<file path="src/hw/trgout_defines.svh">
// Purpose: Offsets, field positions, reset values and timing counts
// Assumes: 25 MHz system clock, 8-bit byte address, 32-bit data
// Notes:   Byte addresses are word aligned
`ifndef TRGOUT_DEFINES_SVH
`define TRGOUT_DEFINES_SVH

////////////////////////////////////////////////////////////////////////////
// Clock figures
`define TRGOUT_CLK_HZ          25000000
`define TRGOUT_FAST_PORT_HZ    56250000
`define TRGOUT_SLOW_PORT_HZ    50000000
`define TRGOUT_EXT_MIN_HZ      1
`define TRGOUT_EXT_MAX_HZ      56250000

// Port clock selection codes
`define TRGOUT_CKSEL_FAST      2'h0
`define TRGOUT_CKSEL_EXT       2'h1
`define TRGOUT_CKSEL_SLOW      2'h2

////////////////////////////////////////////////////////////////////////////
// Minimum pulse width ceiling, 0.149 s
`define TRGOUT_WIDTH_MAX_MS    149
`define TRGOUT_WIDTH_MAX_CYC   (`TRGOUT_WIDTH_MAX_MS * (`TRGOUT_CLK_HZ / 1000))

// Fine delay, 0 ps to 2400 ps in 78 ps steps
`define TRGOUT_FINE_MAX_PS     2400
`define TRGOUT_FINE_STEP_PS    78
`define TRGOUT_FINE_MAX_CODE   (`TRGOUT_FINE_MAX_PS / `TRGOUT_FINE_STEP_PS)

////////////////////////////////////////////////////////////////////////////
// Register byte addresses
`define TRGOUT_A_CTRL          8'h00
`define TRGOUT_A_PORT_OUT      8'h04
`define TRGOUT_A_PORT_IN       8'h08
`define TRGOUT_A_TRIG_STAT     8'h0c
`define TRGOUT_A_GEN_DLY       8'h10
`define TRGOUT_A_WIDTH         8'h14
`define TRGOUT_A_CH_BASE       4'h2

// Field positions
`define TRGOUT_CTRL_CKSEL_LSB  0
`define TRGOUT_CTRL_PDRV_LSB   2
`define TRGOUT_CTRL_FDRV_LSB   6
`define TRGOUT_CH_SRC_LSB      0
`define TRGOUT_CH_DLY_LSB      8
`define TRGOUT_CH_FINE_LSB     16

// Reset values
`define TRGOUT_CTRL_RST        8'h00
`define TRGOUT_PORT_OUT_RST    32'h0000_0000

`endif

</file>
<file path="src/hw/trgout_pkg.sv">
// Purpose: Types shared by the trigger output routing block
// Assumes: Source codes follow the enum order, 0 upward
// Notes:   Codes above the last source read as off
package trgout_pkg;

  // Trigger output source selector
  typedef enum logic [4:0] {
    SRC_OFF, SRC_OSC_PHASE,
    SRC_SCOPE_TRIG, SRC_SCOPE_TRIG_N,
    SRC_SCOPE_ARMED, SRC_SCOPE_ARMED_N,
    SRC_SCOPE_ACTIVE, SRC_SCOPE_ACTIVE_N,
    SRC_MARKER1, SRC_MARKER2, SRC_MARKER3, SRC_MARKER4,
    SRC_GEN_ACTIVE, SRC_GEN_WAITING, SRC_GEN_FETCHING, SRC_GEN_PLAYING,
    SRC_SEQ1, SRC_SEQ2, SRC_SEQ3, SRC_SEQ4,
    SRC_SYNC_CLK, SRC_SYNC_SIG
  } trgout_src_e;

  typedef logic [21:0] trgout_width_t;
  typedef logic [4:0]  trgout_fine_t;
  typedef logic [3:0]  trgout_dly_t;

endpackage : trgout_pkg

</file>
<file path="src/hw/trgout_chan.sv">
// Purpose: One trigger output: source pick, stretch, coarse delay
// Assumes: Event inputs are on clk; dly is at most 31
// Notes:   Output is blanked one cycle on any source change
`timescale 1ns/1ps
module trgout_chan (
  input  wire logic                   clk,
  input  wire logic                   rst,
  input  wire trgout_pkg::trgout_src_e   src,
  input  wire trgout_pkg::trgout_width_t width,
  input  wire logic [4:0]             dly,
  input  wire logic                   osc_msb,
  input  wire logic [2:0]             scope,
  input  wire logic [3:0]             gen,
  input  wire logic [3:0]             marker,
  input  wire logic [3:0]             seq,
  input  wire logic [1:0]             sync,
  output logic                        trig_out
);
  import trgout_pkg::*;

  trgout_src_e   cur_src_reg;
  trgout_width_t cnt_reg;
  logic          blank_reg, osc_prev_reg, ev_prev_reg;
  logic [31:0]   dly_reg;
  logic          ev, inv, strt, pre;

  ////////////////////////////////////////////////////////////////////////
  // Adopt a new source behind one blank cycle so no runt escapes
  always_ff @(posedge clk) begin
    if (rst) begin
      cur_src_reg <= SRC_OFF;
      blank_reg   <= 1'b0;
    end else if (src != cur_src_reg) begin
      cur_src_reg <= src;
      blank_reg   <= 1'b1;
    end else begin
      blank_reg   <= 1'b0;
    end
  end

  // Previous values for edge detection
  always_ff @(posedge clk) begin
    if (rst) begin
      osc_prev_reg <= 1'b0;
      ev_prev_reg  <= 1'b0;
    end else begin
      osc_prev_reg <= osc_msb;
      ev_prev_reg  <= ev;
    end
  end

  // Source pick; phase rising through zero is sign bit falling
  always_comb begin
    ev   = 1'b0;
    inv  = 1'b0;
    strt = 1'b0;
    case (cur_src_reg)
      SRC_OSC_PHASE:      ev = osc_prev_reg & ~osc_msb;
      SRC_SCOPE_TRIG:     begin ev = scope[0]; strt = 1'b1; end
      SRC_SCOPE_TRIG_N:   begin ev = scope[0]; strt = 1'b1; inv = 1'b1; end
      SRC_SCOPE_ARMED:    ev = scope[1];
      SRC_SCOPE_ARMED_N:  begin ev = scope[1]; inv = 1'b1; end
      SRC_SCOPE_ACTIVE:   begin ev = scope[2]; strt = 1'b1; end
      SRC_SCOPE_ACTIVE_N: begin ev = scope[2]; strt = 1'b1; inv = 1'b1; end
      SRC_MARKER1:        ev = marker[0];
      SRC_MARKER2:        ev = marker[1];
      SRC_MARKER3:        ev = marker[2];
      SRC_MARKER4:        ev = marker[3];
      SRC_GEN_ACTIVE:     begin ev = gen[0]; strt = 1'b1; end
      SRC_GEN_WAITING:    ev = gen[1];
      SRC_GEN_FETCHING:   ev = gen[2];
      SRC_GEN_PLAYING:    ev = gen[3];
      SRC_SEQ1:           begin ev = seq[0]; strt = 1'b1; end
      SRC_SEQ2:           begin ev = seq[1]; strt = 1'b1; end
      SRC_SEQ3:           begin ev = seq[2]; strt = 1'b1; end
      SRC_SEQ4:           begin ev = seq[3]; strt = 1'b1; end
      SRC_SYNC_CLK:       ev = sync[0];
      SRC_SYNC_SIG:       ev = sync[1];
      default:            ev = 1'b0;
    endcase
  end

  // Stretch counter reloads on each rising event of a stretched source
  always_ff @(posedge clk) begin
    if (rst || blank_reg) begin
      cnt_reg <= '0;
    end else if (strt && ev && !ev_prev_reg) begin
      cnt_reg <= (width == '0) ? '0 : width - 22'h1;
    end else if (cnt_reg != '0) begin
      cnt_reg <= cnt_reg - 22'h1;
    end
  end

  assign pre = ~blank_reg & (inv ^ (ev | (strt & (cnt_reg != '0))));

  // Delay line; tap 0 bypasses it
  always_ff @(posedge clk) begin
    if (rst) begin
      dly_reg  <= '0;
      trig_out <= 1'b0;
    end else begin
      dly_reg  <= {dly_reg[30:0], pre};
      trig_out <= (dly == 5'h0) ? pre : dly_reg[dly - 5'h1];
    end
  end

  ////////////////////////////////////////////////////////////////////////
  a_off_quiet: assert property (@(posedge clk) disable iff (rst)
    cur_src_reg == SRC_OFF |-> !pre) else $error("off source not low");
  a_switch_gap: assert property (@(posedge clk) disable iff (rst)
    src != cur_src_reg |=> !pre) else $error("no gap on source change");
  a_stretch_hold: assert property (@(posedge clk) disable iff (rst)
    (strt && !inv && !blank_reg && ev && !ev_prev_reg && width == 22'h4
     && src == cur_src_reg) |=> (pre && cnt_reg == 22'h3))
    else $error("pulse not stretched");
  a_delay_tap: assert property (@(posedge clk) disable iff (rst)
    dly == 5'h5 |=> trig_out == $past(pre, 6)) else $error("delay wrong");
  c_stretch: cover property (@(posedge clk) disable iff (rst)
    strt && !ev && cnt_reg != '0);

endmodule : trgout_chan

</file>
<file path="src/hw/trgout_top.sv">
// Purpose: Trigger output routing, trigger input status, port control
// Assumes: Single 25 MHz clock, synchronous active-high reset
// Notes:   Event inputs from the scope and generator are on clk
//          Clock mux and delay cells are outside
//
// Summary of operation
// - Fast internal code selects 56.25 MHz port clock
// - Pin clock, 1 Hz-56.25 MHz; the pin rate is not checked here
// - Slow internal code selects 50 MHz port clock
// - Each trigger input reports low and high flags
// - Source off keeps the output deasserted
// - Phase zero crossings; ch1 demod 4, ch2 8
// - Scope trigger source, plus inverted variant
// - Scope armed source, plus inverted variant
// - Scope active source, plus inverted variant
// - Four waveform marker sources
// - Generator active source follows generator enable
// - Generator waiting source
// - Generator fetching source
// - Generator playing source
// - Four sequencer trigger sources
// - Sync clock source drives the output
// - Sync signal source drives the output
// - Output delay is channel offset plus general delay
// - Scope trigger, scope active, generator active and sequencer events stretched to programmable width
// - Fine delay to 2.4 ns, 78 ps steps
// - Front connector drive selects output or input
// - Port split into four 8-bit buses with drive
//
// Decided for this implementation: the placing of the registers and the strobed register port.
`timescale 1ns/1ps
`include "trgout_defines.svh"
module trgout_top #(
  parameter int WIDTH_MAX_CYC = `TRGOUT_WIDTH_MAX_CYC
) (
  // Clock, reset and register port
  input  wire logic        clk,
  input  wire logic        rst,
  input  wire logic [7:0]  addr,
  input  wire logic [31:0] wdata,
  input  wire logic        wr,
  input  wire logic        rd,
  output logic [31:0]      rdata,

  // Trigger pins and front drives
  input  wire logic [1:0]  trig_pad_in,
  input  wire logic [1:0]  trig_back_in,
  output logic [3:0]       trig_out,
  output logic [1:0]       trig_pad_oe_n,

  // Digital port and its clock pick
  input  wire logic [31:0] port_in,
  output logic [31:0]      port_out,
  output logic [31:0]      port_oe_n,
  output logic [1:0]       port_clk_sel,
  output logic [19:0]      fine_dly,

  // Event sources, all on clk
  input  wire logic        osc_d4_msb,
  input  wire logic        osc_d8_msb,
  input  wire logic        scope_trig,
  input  wire logic        scope_armed,
  input  wire logic        scope_active,
  input  wire logic        gen_active,
  input  wire logic        gen_waiting,
  input  wire logic        gen_fetching,
  input  wire logic        gen_playing,
  input  wire logic [3:0]  marker,
  input  wire logic [3:0]  seq_trig,
  input  wire logic        sync_clk,
  input  wire logic        sync_sig
);
  import trgout_pkg::*;

  localparam int NCH = 4;
  localparam trgout_width_t WMAX = trgout_width_t'(WIDTH_MAX_CYC);
  localparam trgout_fine_t FMAX = trgout_fine_t'(`TRGOUT_FINE_MAX_CODE);

  ////////////////////////////////////////////////////////////////////////
  // Declarations
  logic [7:0]    ctrl_reg;
  logic [31:0]   pout_reg;
  trgout_dly_t   gdly_reg;
  trgout_width_t width_reg;
  trgout_src_e   src_reg  [NCH];
  trgout_dly_t   cdly_reg [NCH];
  trgout_fine_t  fine_reg [NCH];

  // Pin pipeline and status
  logic [35:0]   s1_reg, s2_reg, s3_reg;
  logic [35:0]   filt_reg;
  logic [3:0]    trig_hi_reg, trig_lo_reg;

  // Bus side and pin drives
  logic [31:0]   rdata_reg;
  logic [31:0]   poe_n_reg;
  logic [1:0]    fdrv_n_reg;
  logic          ch_hit;
  logic [1:0]    ch_idx;

  // Channel words at 20 to 2c, word aligned
  assign ch_hit = (addr[7:4] == `TRGOUT_A_CH_BASE) && (addr[1:0] == 2'h0);
  assign ch_idx = addr[3:2];

  ////////////////////////////////////////////////////////////////////////
  // Pin synchroniser: three stages, only stage two feeds stage three
  // One pipeline for port and trigger pins
  always_ff @(posedge clk) begin
    if (rst) begin
      s1_reg <= '0;
      s2_reg <= '0;
      s3_reg <= '0;
    end else begin
      s1_reg <= {trig_back_in, trig_pad_in, port_in};
      s2_reg <= s1_reg;
      s3_reg <= s2_reg;
    end
  end

  // A bit counts once stages two and three agree; rejects one-cycle noise
  // Costs four edges of latency per pin
  always_ff @(posedge clk) begin
    if (rst) begin
      filt_reg <= '0;
    end else begin
      for (int i = 0; i < 36; i++) begin
        if (s2_reg[i] == s3_reg[i]) begin
          filt_reg[i] <= s3_reg[i];
        end
      end
    end
  end

  // Trigger input state flags, one pair per input
  // Level only; thresholds live outside
  always_ff @(posedge clk) begin
    if (rst) begin
      trig_hi_reg <= '0;
      trig_lo_reg <= '0;
    end else begin
      trig_hi_reg <= filt_reg[35:32];
      trig_lo_reg <= ~filt_reg[35:32];
    end
  end

  ////////////////////////////////////////////////////////////////////////
  // Control word: port clock, bus drives, front drives
  // All eight bits read back as written
  always_ff @(posedge clk) begin
    if (rst) begin
      ctrl_reg <= `TRGOUT_CTRL_RST;
    end else if (wr && addr == `TRGOUT_A_CTRL) begin
      ctrl_reg <= wdata[7:0];
    end
  end

  // Clock pick leaves here; the clock mux sits outside this block
  // A change mid-transfer is the user's risk
  always_ff @(posedge clk) begin
    if (rst) begin
      port_clk_sel <= `TRGOUT_CKSEL_FAST;
    end else begin
      // Fast, pin or slow source; pin rate is the far end's job
      port_clk_sel <= ctrl_reg[`TRGOUT_CTRL_CKSEL_LSB +: 2];
    end
  end

  // Drive enables are active low at the pins
  // Reset leaves every pin an input
  always_ff @(posedge clk) begin
    if (rst) begin
      poe_n_reg  <= '1;
      fdrv_n_reg <= '1;
    end else begin
      for (int b = 0; b < 4; b++) begin
        poe_n_reg[b*8 +: 8] <=
          {8{~ctrl_reg[`TRGOUT_CTRL_PDRV_LSB + b]}};
      end
      fdrv_n_reg <= ~ctrl_reg[`TRGOUT_CTRL_FDRV_LSB +: 2];
    end
  end

  // Enables leave straight from flops
  assign port_oe_n     = poe_n_reg;
  assign trig_pad_oe_n = fdrv_n_reg;

  // Manual port output value
  // Reaches only buses whose drive is on
  always_ff @(posedge clk) begin
    if (rst) begin
      pout_reg <= `TRGOUT_PORT_OUT_RST;
    end else if (wr && addr == `TRGOUT_A_PORT_OUT) begin
      pout_reg <= wdata;
    end
  end

  // Value holds until the next write
  assign port_out = pout_reg;

  ////////////////////////////////////////////////////////////////////////
  // General output delay, shared by all channels
  // Whole cycles; fine delay is separate
  always_ff @(posedge clk) begin
    if (rst) begin
      gdly_reg <= '0;
    end else if (wr && addr == `TRGOUT_A_GEN_DLY) begin
      gdly_reg <= wdata[3:0];
    end
  end

  // Minimum width in cycles; clamped so 0.149 s is the ceiling
  // Clamping beats wrapping a large count
  always_ff @(posedge clk) begin
    if (rst) begin
      width_reg <= '0;
    end else if (wr && addr == `TRGOUT_A_WIDTH) begin
      width_reg <= (wdata[21:0] > WMAX) ? WMAX : wdata[21:0];
    end
  end

  ////////////////////////////////////////////////////////////////////////
  // Per-channel source, delay offset and fine delay code
  // One write sets all three fields
  always_ff @(posedge clk) begin
    if (rst) begin
      for (int c = 0; c < NCH; c++) begin
        src_reg[c]  <= SRC_OFF;
        cdly_reg[c] <= '0;
        fine_reg[c] <= '0;
      end
    end else if (wr && ch_hit) begin
      // Unknown source codes fall to off in the channel
      src_reg[ch_idx]  <= trgout_src_e'(wdata[4:0]);
      cdly_reg[ch_idx] <= wdata[`TRGOUT_CH_DLY_LSB +: 4];
      // Codes past 2.4 ns clamp to the last step
      fine_reg[ch_idx] <=
        (wdata[`TRGOUT_CH_FINE_LSB +: 5] > FMAX)
        ? FMAX : wdata[`TRGOUT_CH_FINE_LSB +: 5];
    end
  end

  // Fine delay codes go to the analog delay cells
  // Five bits each, channel 1 lowest
  assign fine_dly = {fine_reg[3], fine_reg[2], fine_reg[1], fine_reg[0]};

  ////////////////////////////////////////////////////////////////////////
  // Read port: data stand only in the cycle after the strobe
  // Zero otherwise, so nothing stale shows
  always_ff @(posedge clk) begin
    if (rst || !rd) begin
      rdata_reg <= '0;
    end else if (ch_hit) begin
      rdata_reg <= {11'h0, fine_reg[ch_idx], 4'h0, cdly_reg[ch_idx],
                    3'h0, src_reg[ch_idx]};
    end else begin
      case (addr)
        `TRGOUT_A_CTRL:      rdata_reg <= {24'h0, ctrl_reg};
        `TRGOUT_A_PORT_OUT:  rdata_reg <= pout_reg;
        `TRGOUT_A_PORT_IN:   rdata_reg <= filt_reg[31:0];
        `TRGOUT_A_TRIG_STAT: rdata_reg <= {24'h0, trig_lo_reg, trig_hi_reg};
        `TRGOUT_A_GEN_DLY:   rdata_reg <= {28'h0, gdly_reg};
        `TRGOUT_A_WIDTH:     rdata_reg <= {10'h0, width_reg};
        default:             rdata_reg <= '0;
      endcase
    end
  end

  // Registered, so no path from addr to rdata
  assign rdata = rdata_reg;

  ////////////////////////////////////////////////////////////////////////
  // Trigger output channels; odd channels follow demod 4, even demod 8
  // Each channel keeps its own state
  for (genvar g = 0; g < NCH; g++) begin : g_ch
    logic [4:0] tot_dly;

    // Channel offset added to the shared delay
    // Sum fits five bits, at most 30 cycles
    assign tot_dly = {1'b0, cdly_reg[g]} + {1'b0, gdly_reg};

    trgout_chan u_chan (
      .clk      (clk),
      .rst      (rst),
      .src      (src_reg[g]),
      .width    (width_reg),
      .dly      (tot_dly),
      .osc_msb  ((g % 2 == 0) ? osc_d4_msb : osc_d8_msb),
      .scope    ({scope_active, scope_armed, scope_trig}),
      .gen      ({gen_playing, gen_fetching, gen_waiting, gen_active}),
      .marker   (marker),
      .seq      (seq_trig),
      .sync     ({sync_sig, sync_clk}),
      .trig_out (trig_out[g])
    );
  end

  ////////////////////////////////////////////////////////////////////////
  // Checks on the register side and pin control
  // Two-edge checks span control and pin flop
  a_clk_pick: assert property (@(posedge clk) disable iff (rst)
    wr && addr == `TRGOUT_A_CTRL |=> ##1 port_clk_sel == $past(wdata[1:0], 2))
    else $error("port clock pick does not follow control");

  a_bus_drive: assert property (@(posedge clk) disable iff (rst)
    wr && addr == `TRGOUT_A_CTRL |=> ##1
      port_oe_n[31:24] == {8{~$past(wdata[5], 2)}} &&
      port_oe_n[7:0] == {8{~$past(wdata[2], 2)}})
    else $error("bus drive does not follow control");

  a_front_drive: assert property (@(posedge clk) disable iff (rst)
    wr && addr == `TRGOUT_A_CTRL |=> ##1
      trig_pad_oe_n == ~$past(wdata[7:6], 2))
    else $error("front drive does not follow control");

  a_in_status: assert property (@(posedge clk) disable iff (rst)
    trig_back_in[1] [*5] |=> trig_hi_reg[3] && !trig_lo_reg[3])
    else $error("trigger input flags wrong");

  a_read_once: assert property (@(posedge clk) disable iff (rst)
    !rd |=> rdata == 32'h0) else $error("read data held too long");

  a_width_cap: assert property (@(posedge clk) disable iff (rst)
    wr && addr == `TRGOUT_A_WIDTH && wdata[21:0] > WMAX |=> width_reg == WMAX)
    else $error("width not clamped");

  a_fine_cap: assert property (@(posedge clk) disable iff (rst)
    fine_dly[4:0] <= FMAX) else $error("fine delay past range");

  a_port_value: assert property (@(posedge clk) disable iff (rst)
    wr && addr == `TRGOUT_A_PORT_OUT |=> port_out == $past(wdata))
    else $error("port output value not taken");

  // Main scenarios
  c_read_stat: cover property (@(posedge clk) disable iff (rst)
    rd && addr == `TRGOUT_A_TRIG_STAT ##1 rdata != 32'h0);
  c_src_change: cover property (@(posedge clk) disable iff (rst)
    wr && ch_hit ##3 trig_out[0]);
  c_ext_clock: cover property (@(posedge clk) disable iff (rst)
    port_clk_sel == `TRGOUT_CKSEL_EXT);

endmodule : trgout_top

</file>
<file path="config.mk">
export PLATFORM = sky130hd
export DESIGN_NAME = trgout_top
export DESIGN_NICKNAME = d
export VERILOG_FILES = /design/src/hw/trgout_pkg.sv /design/src/hw/trgout_chan.sv /design/src/hw/trgout_top.sv
export VERILOG_INCLUDE_DIRS = /design/src /design/src/hw
export SDC_FILE = /design/constraint.sdc
export NUM_CORES = 1
export LEC_CHECK = 0
export ABC_AREA = 1
export BUFFER_PORTS_ARGS = -buffer_cell sky130_fd_sc_hd__buf_2
export CAP_MARGIN = 20
export CORE_MARGIN = 1.5
export CORE_UTILIZATION = 30
export DETAILED_ROUTE_END_ITERATION = 8
export HOLD_SLACK_MARGIN = 0.15
export PLACE_DENSITY = 0.55
export SETUP_SLACK_MARGIN = 0.4
export SYNTH_ARGS = -nofsm -noshare
export SYNTH_HDL_FRONTEND = slang
export SYNTH_SLANG_ARGS = --single-unit
</file>
<file path="constraint.sdc">
create_clock -name clk -period 5.1 [get_ports clk]
set_input_delay 0.255 -clock clk [delete_from_list [all_inputs] [get_ports clk]]
set_output_delay 0.255 -clock clk [all_outputs]
set_load 0.02 [all_outputs]
</file>
**Word-level counts from Yosys, hierarchy flattened**

Memory sizes are Yosys's and may differ from the RTL's.
Cells that the tools add are included.

- Output and inout port bits: 124
- ROM bits: 0
- Register bits after elaboration: 529
- Memories: 3
- Bits in latches: 0
- Logic and storage cells: 376
- Bits in writable memories: 56
- Input bits: 99

- Bitwise logic cells: 30
- Reduce and logical (&&, ||, !) cells: 63
- Equal/unequal tests: 130
- Div/mod/pow operators: 0
- $add $sub $neg: 13
- $lt $le $gt $ge: 6
- Shift operators: 0
- Muxes and demuxes: 55
- Multiply operators: 0

Memories:

| name | words | width | rd ports | clocked after Yosys merged registers in | write ports | RTL line | RTL |
|---|---|---|---|---|---|---|---|
| fine_reg | 4 | 5 | 5 | 0 | 4 | trgout_top.sv:87 | `trgout_fine_t fine_reg [NCH];` |
| src_reg | 4 | 5 | 5 | 0 | 4 | trgout_top.sv:85 | `trgout_src_e src_reg [NCH];` |
| cdly_reg | 4 | 4 | 5 | 0 | 4 | trgout_top.sv:86 | `trgout_dly_t cdly_reg [NCH];` |

Operator list:

| cell | count |
|---|---|
| 2-to-1 mux 22 bit | 10 |
| case mux 32 bit (6 select lines) | 1 |
| equality test 5 x 4 -> 1 bit, second input constant | 32 |
| equality test 5 bit, second input constant | 24 |
| subtractor 22 x 1 -> 22 bit, second input constant | 5 |
| nonzero test 22 bit | 4 |
| equality test 5 x 3 -> 1 bit, second input constant | 16 |
| case mux 1 bit (18 select lines) | 4 |
| equality test 5 x 2 -> 1 bit, second input constant | 8 |
| equality test 1 bit | 36 |
| OR reduction 9 bit | 4 |
| 2-to-1 mux 1 bit | 28 |
| OR reduction 2 bit | 13 |
| < comparator 5 x 6 -> 1 bit, second input constant | 4 |
| > comparator 22 bit, second input constant | 1 |
| zero test 22 bit | 1 |
| 2-to-1 mux 21 bit | 1 |
| adder 4 x 4 -> 5 bit | 4 |
| binary-select mux 1 bit (select 5 bit) | 4 |
| equality test 5 x 1 -> 1 bit, second input constant | 4 |
| zero test 5 bit | 4 |
| inequality test 5 bit | 4 |
| subtractor 5 x 1 -> 5 bit, second input constant | 4 |
| equality test 8 x 4 -> 1 bit, second input constant | 2 |
| 22 further kinds | 79 |

**Logic depth before layout (Yosys ltp)**

Gate-level depths: netlist (run 1).

- Depth after elaboration: 8
- Depth in mapped cells: 18
- Depth with buffers taken out: 16

**By module**

From an unflattened synthesis (run 1), not the netlist that was laid out.

- Cells, all modules: 3989
- Area, all modules: 27752.9 um2

Modules (own cells, without submodules):

| module | area an instance (um2) | cells each | instances | sequential area each (um2) |
|---|---|---|---|---|
| trgout_top | 11949.0 | 1434 | 1 | 6846.6 |
| trgout_chan at g_ch[0].u_chan ... | 3942.5 | 638 | 3 | 1261.2 |
| trgout_chan at g_ch[3].u_chan | 3976.3 | 641 | 1 | 1261.2 |

**Worst setup path after synthesis (run 1)**

Ideal clock, no wire load.

- Path type: reg2reg
- From: memory cdly_reg[2][0] (netlist name)
- To: register g_ch[2].u_chan.trig_out
- Data required time: 5.030 ns
- Path slack: 2.511 ns
- Path buffers: 3
- Clock period less this slack: 2.589 ns
- Setup time: 0.070 ns
- Stages on the path, launching flop included: 17
- Arrival time: 2.519 ns
- Path through: edfxtp_1 > ha_1 > buf_2 > clkinv_1 > buf_2 > ha_1 > clkbuf_1 > inv_1 > a21oi_1 > o21ai_0 > nand2_1 > inv_1 > o21ai_0 > nand2_1 > nand3_1 > nand3_1 > a21oi_1

RTL lines:

| what | RTL line | RTL |
|---|---|---|
| start, declared | trgout_top.sv:86 |  |
| end signal, assigned | trgout_chan.sv:103 | `trig_out <= (dly == 5'h0) ? pre : dly_reg[dly - 5'h1];` |
| end, declared | trgout_chan.sv:17 | `output logic trig_out` |

**Worst setup path after layout (run 1)**

- From: register gdly_reg[0]
- To: register g_ch[2].u_chan.trig_out

- Word-level cells in the longest chain between the ends: 5
- Elaborated cells between the ends (all ways): 6
- Classes of those cells: add/sub (2); mux (3); reduce/logical (1)

RTL lines:

| what | RTL line | RTL |
|---|---|---|
| start, declared | trgout_top.sv:83 | `trgout_dly_t gdly_reg;` |
| start signal, assigned | trgout_top.sv:207 | `gdly_reg <= wdata[3:0];` |
| adder 4 x 4 -> 5 bit (*) | trgout_top.sv:279 | `assign tot_dly = {1'b0, cdly_reg[g]} + {1'b0, gdly_reg};` |
| subtractor 5 x 1 -> 5 bit | trgout_chan.sv:103 |  |
| binary-select mux 1 bit (select 5 bit) | trgout_chan.sv:103 |  |
| 2-to-1 mux 1 bit (not written as such) | trgout_chan.sv:103 |  |
| 2-to-1 mux 1 bit (*) | trgout_chan.sv:103 |  |

Mark *: on every way between the ends. The rest lies on a longest branch, timed or not. The select of a mux whose other input is x is not followed.
A chain may end at the register's enable or synchronous reset.

==> summary.txt, run 1 <==
Worst hold path
  – Hold path endpoint: g_ch[3].u_chan.ev_prev_reg
  – Tightest Hold Check Type: in2reg
  – Hold path depth: 5
  – Hold Startpoint: gen_active

Floorplanning
  – Initial Util: a little under a third
  – Die Span X: 293.5 microns
  – Ports: 223
  – Die height: about 300 microns
  – Core footprint: between 80000 and 90000 sq um
  – Die Area: 86120 sq um
  – Row cnt: 106

Placed design
  – GPL Wtd Cong: 0.9114
  – Port Buffers: ~220
  – Dpl hpwl: a little under 60000 microns
  – Placed Instances: roughly 4600

Synth
  – Area of the mapped netlist: ~25000 sq um
  – Sequential share of the synthesized area: roughly 47%
  – Mapped Nets: between 3000 and 4000
  – Synth Flop Type: dfxtp_1
  – Register bit total from synthesis: between 500 and 600
  – Library cells used by synthesis: 61
  – Synthesized area per cell: 7.431 sq um
  – Synth Warn #: 0
  – EDFF count, synth: 56
  – Post-Synthesis Cells: 3406
  – Synth async-reset ratio: 0%

Worst setup path
  – R2R Setup Slk: between 1500 and 2000 ps
  – Slowest cell delay on critical path: about 660 ps
  – WP data arrival: 3910 ps
  – Delay-heaviest family, CP: adder cells
  – Worst EP required: between 5000 and 6000 ps
  – RR Endpoint: g_ch[2].u_chan.trig_out
  – Critical-path top delay cell: ha_1
  – Startpoint types: flip-flop
  – Critical path buffer and inverter count: 3
  – Worst setup EP type: flip-flop
  – Critical-path cell list: ha_1 -> clkinv_1 -> ha_1 -> inv_1 -> a21oi_1 -> o21ai_0 -> nand2_1 -> inv_1 -> o21ai_0 -> nand2_1 -> nand3_1 -> nand3_1 -> a21oi_1
  – Reg2reg start: gdly_reg[0]
  – Worst r2r path cells: 13
  – Setup CP Type: reg2reg
  – Crit-path max FO: 18

Cells and area
  – Sequential Area: 11850 sq um
  – Layout cells sized above 1: 11.21%
  – Non-filler instance count after layout: 4758
  – Area of the multi-input gates: between 10000 and 15000 sq um
  – Fillers: 8860
  – Nets: 3752
  – Area Growth Syn to Fin: 18.16%
  – Most frequent cells in the layout: 619 x nor2_1, 508 x dfxtp_1, 495 x nand2_1
  – Most common cell after layout, fill and taps aside: nor2_1
  – Max reg flops: between 100 and 150

Drt
  – WL final: 79260 microns
  – 1st-pass router iterations: 5
  – Drt via density: 4.711
  – Routed len/inst: roughly 17 microns
  – Iter 0 DRT Violations: around 1600
  – Antenna Violating Nets Remaining: 0
  – # DRC: 0
  – Vias post-DR: between 20000 and 25000

Power and ir drop
  – Clock power share: between 30% and 40%
  – Pwr dens: between 400 and 500 nW/um^2
  – Flop pwr share: between 30% and 40%
  – Sw Share: 34.75%
  – P_sw: approximately 5 mW
  – Int Power: between 9 and 10 mW
  – Leak: 13.15 nW
  – Combinational share of power: a little under a third
  – Largest vdd supply drop: roughly 0.32 mV

Global routing
  – Total gr overflow: 0
  – Gr usage total: ~18%
  – Initial antenna violation count: 7
  – Largest net degree at the start of global routing: 96
  – Vias in the first global route: around 21000
  – First-pass GRT wire length: between 100000 and 150000 microns

Timing
  – Final setup viols: 0
  – Final TNS setup: 0 ps
  – Slew Limit Headroom: 31.38%
  – Crit path time final: roughly 3400 ps
  – Period utilization: between 60% and 70%
  – Final Hold Viols: 0
  – Max-slew violations: 0
  – RSZ-0062 raised after global routing: false
  – Worst clock skew: between 40 and 50 ps
  – Worst Tran Pin Value: between 1000 and 1500 ps
  – Fmax: about 0.3 GHz

Clocking
  – Total clock buffers created by CTS: 60
  – H-Tree Depth: 2
  – Clk slew on worst S/H paths: roughly 70 ps
  – CTS tree: yes
  – Worst skew pair latency: roughly 660 ps
  – Longest Clk Path Bufs: 3
  – CTS root buf: clkbuf_16
  – Clock Sinks: roughly 560

Job
  – Max Cap Viol: 0

Run status
  – Status: complete, no violations
-- metrics by stage --
step | utilization [%] | total power, mW | hold slack (ps) | worst slack, ps | area (sq um)
5_1_grt | 35.78 | 15.00 | 194.9 | 1319 | 29900
3_5_place_dp | 32.33 | 9.464 | 391.7 | 1709 | 27010
6_report | 35.79 | 14.07 | 195.7 | 1738 | 29900
2_1_floorplan | - | 8.589 | 362.0 | 2511 | 25310
4_1_cts | 35.77 | 14.14 | 153.3 | 1699 | 29890
3_3_place_gp | 32.33 | 9.452 | 389.3 | 1782 | 27010
-- cell usage after synthesis, types with 3 or more instances --
master / number / share of area, %
o221ai_1: 9 / 0.31
nand3_1: 211 / 4.2
edfxtp_1: 56 / 6.6
a31o_2: 4 / 0.14
nor2_2: 16 / 0.40
inv_2: 14 / 0.21
o21ai_1: 5 / 0.099
xor2_1: 54 / 1.9
nand2_4: 5 / 0.22
a21oi_1: 253 / 5.0
o21bai_1: 3 / 0.089
clkinv_1: 5 / 0.074
xnor2_1: 32 / 1.1
o41ai_1: 3 / 0.10
nand2_2: 5 / 0.12
nand2_1: 495 / 7.3
nor4_1: 8 / 0.20
a221oi_1: 11 / 0.38
inv_4: 3 / 0.074
o211ai_1: 10 / 0.30
a211oi_1: 17 / 0.50
nor3_1: 35 / 0.69
or2_2: 7 / 0.17
nor2_4: 10 / 0.44
o21ai_0: 205 / 4.1
nand4_1: 40 / 0.99
nor2_1: 619 / 9.2
ha_1: 25 / 1.2
o22ai_1: 20 / 0.49
a22oi_1: 14 / 0.42
a31oi_1: 13 / 0.32
nor3_2: 6 / 0.24
dfxtp_1: 508 / 40
buf_4: 44 / 1.3
nand3b_1: 8 / 0.24
clkbuf_1: 71 / 1.1
fa_1: 4 / 0.32
buf_2: 22 / 0.44
inv_1: 495 / 7.3
buf_6: 11 / 0.49
clkbuf_2: 3 / 0.059
-- timing repair --
action | 4_1_cts | 5_1_grt
hold buffers | 76 | 0
gates resized for setup | 0 | 0
endpoints found under the hold margin | 136 | 0
setup endpoints to repair | 0 | 0
setup buffers | 0 | 0
-- how the worst max path moves through the flow --
stage                   start                      end  cells after the start
6_report          gdly_reg[0]  g_ch[2].u_chan.trig_out                     13
3_5_place_dp      gdly_reg[0]  g_ch[2].u_chan.trig_out                     13
4_1_cts           gdly_reg[0]  g_ch[2].u_chan.trig_out                     13
5_1_grt           gdly_reg[0]  g_ch[2].u_chan.trig_out                     13
2_1_floorplan  cdly_reg[2][0]  g_ch[2].u_chan.trig_out                     16
3_3_place_gp      gdly_reg[0]  g_ch[2].u_chan.trig_out                     13
-- final cells by class --
| class | instances | area share, % |
|---|---|---|
| inverters | 517 | 6.519 |
| diodes | 3 | 0.02510 |
| multi-input cells | 2172 | 35.65 |
| well taps | 1080 | 4.519 |
| clock inverters | 31 | 1.343 |
| repair buffers | 309 | 6.569 |
| flip-flops and latches | 564 | 39.63 |
| clock buffers | 82 | 5.745 |
-- worst min-delay path: stages --
cell and delay, ps:
buf_2 100, inv_1 90, nor2_1 140, nor3_2 80, a21oi_1 140
-- metal layers --
metal	GRT usage, %	share of wire [%]	up-vias
li1	-	-	11303
met1	24.50	47	10372
met2	28.18	44	586
met3	3.003	5.3	144
met4	7.229	4.1	10
met5	0	0.066	-
-- power groups by stage --
stage          clock network [mW]  logic [mW]  registers (mW)
2_1_floorplan                   0        3.43            5.16
3_3_place_gp                    0        4.21            5.25
3_5_place_dp                    0        4.22            5.24
4_1_cts                      4.69        4.31            5.15
5_1_grt                      4.87        4.93            5.20
6_report                     4.59        4.32            5.16
-- logic make-up after synthesis --
logic type                 Yosys count  share of synthesized area, %
AOI/OAI and AO/OA                  584                         12.82
adders and majority gates           29                         1.552
DFF                                564                         46.83
and+or+nand+nor                   1473                         24.76
buffers and inverters              670                         11.07
xor gates and xnor gates            86                         2.976
No activity file was read; power rests on OpenSTA's default activity.
==> inputs of run 2 (changes only) <==
Settings changed: ABC_AREA 1 to 0.
Clock period 5.1 ns to 3.31 ns, I/O delays scaled along.
==> run 2 against run 1 <==
Register-to-register slack got worse by 1200 ps. Maximum frequency increased by 20%. Count of clock-buffer cells in the layout is 5 lower. Non-clock buffer count up 42. Area after synthesis decreased by 6.0%. Setup slack got worse by 1200 ps. Design area down 3.7%. Combinational power increased by 12%. Critical endpoint unchanged.
==> summary.txt, run 2 <==
Cells and area
  – Layout cells sized above 1: a little under a fifth
  – Most common cell after layout, fill and taps aside: dfxtp_1
  – Most frequent cells in the layout: 507 x dfxtp_1, 279 x nor2b_1, 223 x nand2_1
  – Nets: approximately 2800
  – Max reg flops: 128
  – Final instance area: between 20000 and 30000 sq um
  – Post-layout util: a little over a third
  – Area Growth Syn to Fin: 21.02%

Drt
  – # DRC: 0
  – Drt via density: 4.810
  – Iter 0 DRT Violations: around 1500
  – Antenna Violating Nets Remaining: 0
  – Routed len/inst: about 18 microns
  – 1st-pass router iterations: 5
  – WL final: between 60000 and 70000 microns
  – Vias post-DR: ~18000

Worst hold path
  – Tightest Hold Check Type: in2reg
  – Hold Startpoint: marker[2]
  – Hold path endpoint: g_ch[0].u_chan.ev_prev_reg
  – Hold path depth: 5

Worst setup path
  – Critical-path top delay cell: fa_1
  – WP data arrival: 3290 ps
  – RR Endpoint: g_ch[2].u_chan.trig_out
  – Worst r2r path cells: 10
  – Critical-path cell list: ha_1 -> fa_1 -> inv_1 -> ha_4 -> mux4_2 -> mux2_2 -> nand2_1 -> o21ai_0 -> a32oi_1 -> o31ai_1
  – Slowest cell delay on critical path: slightly below 600 ps
  – R2R Setup Slk: approximately 500 ps
  – Setup CP Type: reg2reg
  – Crit-path max FO: 8
  – Startpoint types: flip-flop
  – CP Launch Point: gdly_reg[0]
  – Worst setup EP type: flip-flop
  – Reg2reg start: gdly_reg[0]
  – Worst EP required: roughly 3800 ps

Clocking
  – Clock Sinks: about 560
  – CTS tree: yes
  – # Post-CTS Setup Buffers: 0
  – CTS root buf: clkbuf_16
  – H-Tree Depth: 2
  – Clk slew on worst S/H paths: approximately 60 ps
  – Longest Clk Path Bufs: 3
  – Worst skew pair latency: 630 ps
  – Total clock buffers created by CTS: between 50 and 60

Placed design
  – Dpl hpwl: ~47000 microns
  – Port Buffers: roughly 220
  – Post-DP Area: 25870 sq um
  – GPL Wtd Cong: 0.8440

Synth
  – Synth async-reset ratio: 0%
  – Area contributors post-synth: dfxtp_1 43%, nor2b_1 7.3%, edfxtp_1 7.1%
  – Library cells used by synthesis: roughly 70
  – Area of the mapped netlist: roughly 24000 sq um
  – Mapped Nets: 2548
  – Most frequent cell after synthesis: dfxtp_1
  – Register bit total from synthesis: 564
  – Sequential share of the synthesized area: approximately 50%
  – Synth Warn #: 0
  – Post-Synthesis Cells: 2420
  – Synth top area share: between 40% and 50%
  – Area leader, netlist: dfxtp_1
  – Synthesized area per cell: slightly below 10 sq um
  – EDFF count, synth: 56
  – Top cells by count, synth: 508 x dfxtp_1, 279 x nor2b_1, 223 x nand2_1
  – Synth Flop Type: dfxtp_1

Global routing
  – Vias in the first global route: roughly 17000
  – Gr usage total: 16.14%
  – Total gr overflow: 0
  – First-pass GRT wire length: approximately 100000 microns
  – Initial antenna violation count: 5
  – Largest net degree at the start of global routing: roughly 120

Power and ir drop
  – Pwr dens: between 600 and 700 nW/um^2
  – Leak: ~11 nW
  – Largest vdd supply drop: 0.4161 mV

Timing
  – Final setup viols: 0
  – Period utilization: 84.92%
  – Final Hold Viols: 0
  – Worst clock skew: ~29 ps
  – Fmax: between 0.3 and 0.4 GHz
  – Max-slew violations: 0
  – Final TNS setup: 0 ps
  – RSZ-0062 raised after global routing: true
  – Worst Tran Pin Value: 951.7 ps
  – Crit path time final: 2811 ps
  – Slew Limit Headroom: between 30 and 40%

Floorplanning
  – Die Span X: between 200 and 300 microns
  – Core footprint: between 70000 and 80000 sq um
  – Die Area: ~80000 sq um
  – Ports: 223
  – Die height: 284.6 microns
  – Initial Util: 30.22%
  – Row cnt: around 100

Job
  – Max Cap Viol: 0

Run status
  – Status: complete, no violations
-- run 2: cell count changes after synthesis, sizes merged, moves of 60 or more --
cell   before  now
nor2b       0  279
o21ai     212   57
a21oi     253  164
inv       512   48
nand3     211   26
nor2      645  204
nand2     505  223
mux4        0   60
mux2i       0   65
-- run 2: layout make-up --
type / count / area (sq um)
Multi-Input combinational cell: 1628 / 11080
Clock buffer: 77 / 1695
Clock inverter: 30 / 347.8
Fill cell: 7887 / 49950
Antenna cell: 2 / 5.005
Timing Repair Buffer: 351 / 2320
Sequential cell: 564 / 11850
Tap cell: 1050 / 1314
Inverter: 48 / 180.2
-- run 2: cell families (layout without fill, tap and decap cells) --
logic type | count (synthesis) | in the layout | synth area share [%]
mux | 137 | 137 | 8.982
other cells | 0 | 2 | 0
xor+xnor | 111 | 111 | 4.086
compound gates | 379 | 380 | 10.04
buf+inv | 229 | 506 | 4.254
fa+ha+maj | 29 | 29 | 1.651
flops | 564 | 564 | 49.81
simple gates | 971 | 971 | 21.18
-- run 2: layer usage --
layer	track usage, %	share of wire (%)	vias to the layer above
met4	7.261	4.4	4
li1	-	-	8856
met5	0	0.031	-
met3	3.539	6.3	112
met1	22.61	47	8545
met2	23.56	42	520
-- run 2: worst max-delay path: cells and delay by family (launching register included) --
family                   cells  cell delay [ps]
AO/OA/AOI/OAI                3              350
adder cells (fa/ha/maj)      3             1200
buffers and inverters        1              100
flip-flops                   1              390
multiplexers                 2              580
AND/OR/NAND/NOR              1               60
-- run 2: repair_timing --
action	CTS	global route
hold endpoints to repair	229	0
pin swaps	0	1
hold buffers	77	0
cloned	0	1
gates resized for setup	1	21
setup endpoints to repair	1	36
-- run 2: how the worst max path moves through the flow --
stage / endpoint / depth (start not counted) / slack [ps]
finish: g_ch[2].u_chan.trig_out / 10 / 500
global route: g_ch[2].u_chan.trig_out / 10 / 290
CTS: g_ch[2].u_chan.trig_out / 10 / 410
detailed placement: g_ch[2].u_chan.trig_out / 10 / 360
global placement: g_ch[2].u_chan.trig_out / 10 / 380
floorplan: cdly_reg[2][0] / 4 / 470
-- run 2: through the flow --
stage                     total power, mW  hold WS (ps)  cells  setup slack [ps]
after floorplan                     11.48         293.7   2420             467.5
after global placement              12.55         376.0   3563             381.8
after detailed placement            12.55         377.6   3563             362.5
after CTS                           19.60         189.3   3747             410.3
after global routing                20.56         278.1   3750             285.5
final                               19.47         242.3   3750             499.1
-- run 2: power breakdown --
group | switching, mW | internal, mW
combinational | 2.63 | 2.22
sequential | 0.393 | 7.32
clock | 2.84 | 4.07
total | 5.86 | 13.6
==> inputs of run 3 (changes only) <==
Clock period 3.31 ns to 2.8 ns, I/O delays scaled along.
==> run 3 against run 2 <==
Register-to-register slack worse by 390 ps. Die area stayed put. Total power is 26% higher. Design area increased by 5.8%.
==> summary.txt, run 3 (synthesis gave the netlist of run 2 again) <==
Power and ir drop
  – Pwr dens: approximately 800 nW/um^2
  – Largest vdd supply drop: 0.5030 mV
  – Leak: ~12 nW

Worst setup path
  – WP data arrival: between 3000 and 4000 ps
  – CP Launch Point: cdly_reg[2][0]
  – Worst EP required: ~3300 ps
  – Setup CP Type: reg2reg
  – Worst setup EP type: flip-flop
  – Reg2reg start: cdly_reg[2][0]
  – Crit-path max FO: 6
  – Startpoint types: flip-flop

Cells and area
  – Max reg flops: 128
  – Most common cell after layout, fill and taps aside: dfxtp_1
  – Fillers: 7687
  – Most frequent cells in the layout: 485 x dfxtp_1, 277 x nor2b_1, 221 x buf_2
  – Post-layout util: about 39%
  – Layout cells sized above 1: 25.54%
  – Ant. Diodes: 0
  – Nets: about 2900
  – Area Growth Syn to Fin: 28.00%
  – Non-filler instance count after layout: between 3000 and 4000

Clocking
  – Worst skew pair latency: 640 ps
  – Clk slew on worst S/H paths: 60 ps
  – Longest Clk Path Bufs: 3
  – CTS tree: yes
  – H-Tree Depth: 2
  – Total clock buffers created by CTS: 57
  – Clock Sinks: 564
  – CTS root buf: clkbuf_16

Drt
  – WL final: about 68000 microns
  – 1st-pass router iterations: 9
  – Routed len/inst: between 15 and 20 microns
  – Antenna Violating Nets Remaining: 0
  – Iter 0 DRT Violations: between 1000 and 1500
  – Vias post-DR: 18424
  – # DRC: 0
  – Drt via density: approximately 4.8

Floorplanning
  – Initial Util: a little under a third
  – Row cnt: 103
  – Ports: around 220
  – Die height: roughly 280 microns
  – Core footprint: roughly 80000 sq um
  – Die Span X: between 200 and 300 microns
  – Die Area: 81010 sq um

Job
  – Max Cap Viol: 0

Placed design
  – GPL Wtd Cong: 0.8076
  – Dpl hpwl: 47270 microns
  – Port Buffers: roughly 220
  – Placed Instances: around 3600

Global routing
  – First-pass GRT wire length: around 100000 microns
  – Largest net degree at the start of global routing: 194
  – Vias in the first global route: 17324
  – Gr usage total: between 15 and 20%
  – Initial antenna violation count: 1
  – Total gr overflow: 0

Timing
  – Slew Limit Headroom: roughly 42%
  – Worst clock skew: roughly 48 ps
  – Crit path time final: about 2700 ps
  – Hold_ws: 214.7 ps
  – RSZ-0062 raised after global routing: true
  – Final Hold Viols: 0
  – Fmax: 0.3721 GHz
  – Final setup viols: 0
  – Max-slew violations: 0
  – Worst Tran Pin Value: 867.3 ps
  – Period utilization: between 90 and 100%

Worst hold path
  – Hold Startpoint: sync_clk
  – Tightest Hold Check Type: in2reg

Run status
  – Status: complete, no violations
==> run 3: cell count changes in the layout (fill, tap and decap cells not counted), sizes merged <==
cell	previous run	this run
buf	274	365
clkinv	19	8
clkbuf	77	82
bufinv	6	10
dlygate4sd3	77	80
diode	2	0
inv	50	52
a311oi	5	4
clkinvlp	3	4
==> run 3: layer usage <==
layer / vias to the layer above / part of all wire [%] / global-route usage [%] / wire [microns]
met2: 458 / 43 / 24.29 / 29520
met1: 8819 / 49 / 23.42 / 33100
li1: 9039 / - / - / -
met3: 106 / 5.0 / 2.825 / 3398
met4: 2 / 2.8 / 5.080 / 1935
met5: - / 0.015 / 0 / 10
==> run 3: path summary, 6_finish.rpt <==
kind	to	slack, ps	cells after the start
max	g_ch[2].u_chan.trig_out	110	11
min	g_ch[2].u_chan.ev_prev_reg	210	5
max reg2reg	g_ch[2].u_chan.trig_out	110	11
min reg2reg	s2_reg[0]	430	1
==> run 3: worst max-delay path, stage by stage (launching register included) <==
cell and delay (ps):
edfxtp_1 430, ha_4 190, fa_2 560, inv_2 60
ha_4 270, buf_6 120, mux4_2 300, mux2i_1 140
mux2i_1 90, a32oi_1 210, buf_4 140, o31ai_2 50
==> run 3: layout make-up <==
type	instances	area, sq um	area share [%]
clock inverters	26	439.2	1.442
repair buffers	446	3311	10.87
flip-flops and latches	564	11900	39.06
inverters	48	180.2	0.5916
clock buffers	81	1667	5.472
well taps	1050	1314	4.314
multi-input cells	1627	11650	38.25
==> run 3: stage by stage <==
stage               TNS (ps)  area, sq um  total power, mW  setup slack (ps)
global route          -29.86        30460            25.82            -29.86
global placement           0        26320            15.13             35.88
floorplan                  0        23910            13.72             266.7
finish                     0        30460            24.51             112.4
detailed placement         0        26320            15.13             8.981
CTS                        0        29810            24.10             77.96
==> run 3: timing repair <==
action	4_1_cts	5_1_grt
gates cloned	5	1
setup endpoints to repair	92	92
hold buffers	80	0
gates resized for setup	64	117
endpoints found under the hold margin	221	0
pin swaps	43	46
buffers inserted	22	19
==> run 3: power by group <==
part / switching, mW / total (mW) / internal (mW) / leakage [nW]
clock network: 3.37 / 8.46 / 5.09 / 1.02
registers: 0.502 / 9.16 / 8.66 / 4.67
logic: 3.45 / 6.89 / 3.43 / 6.20
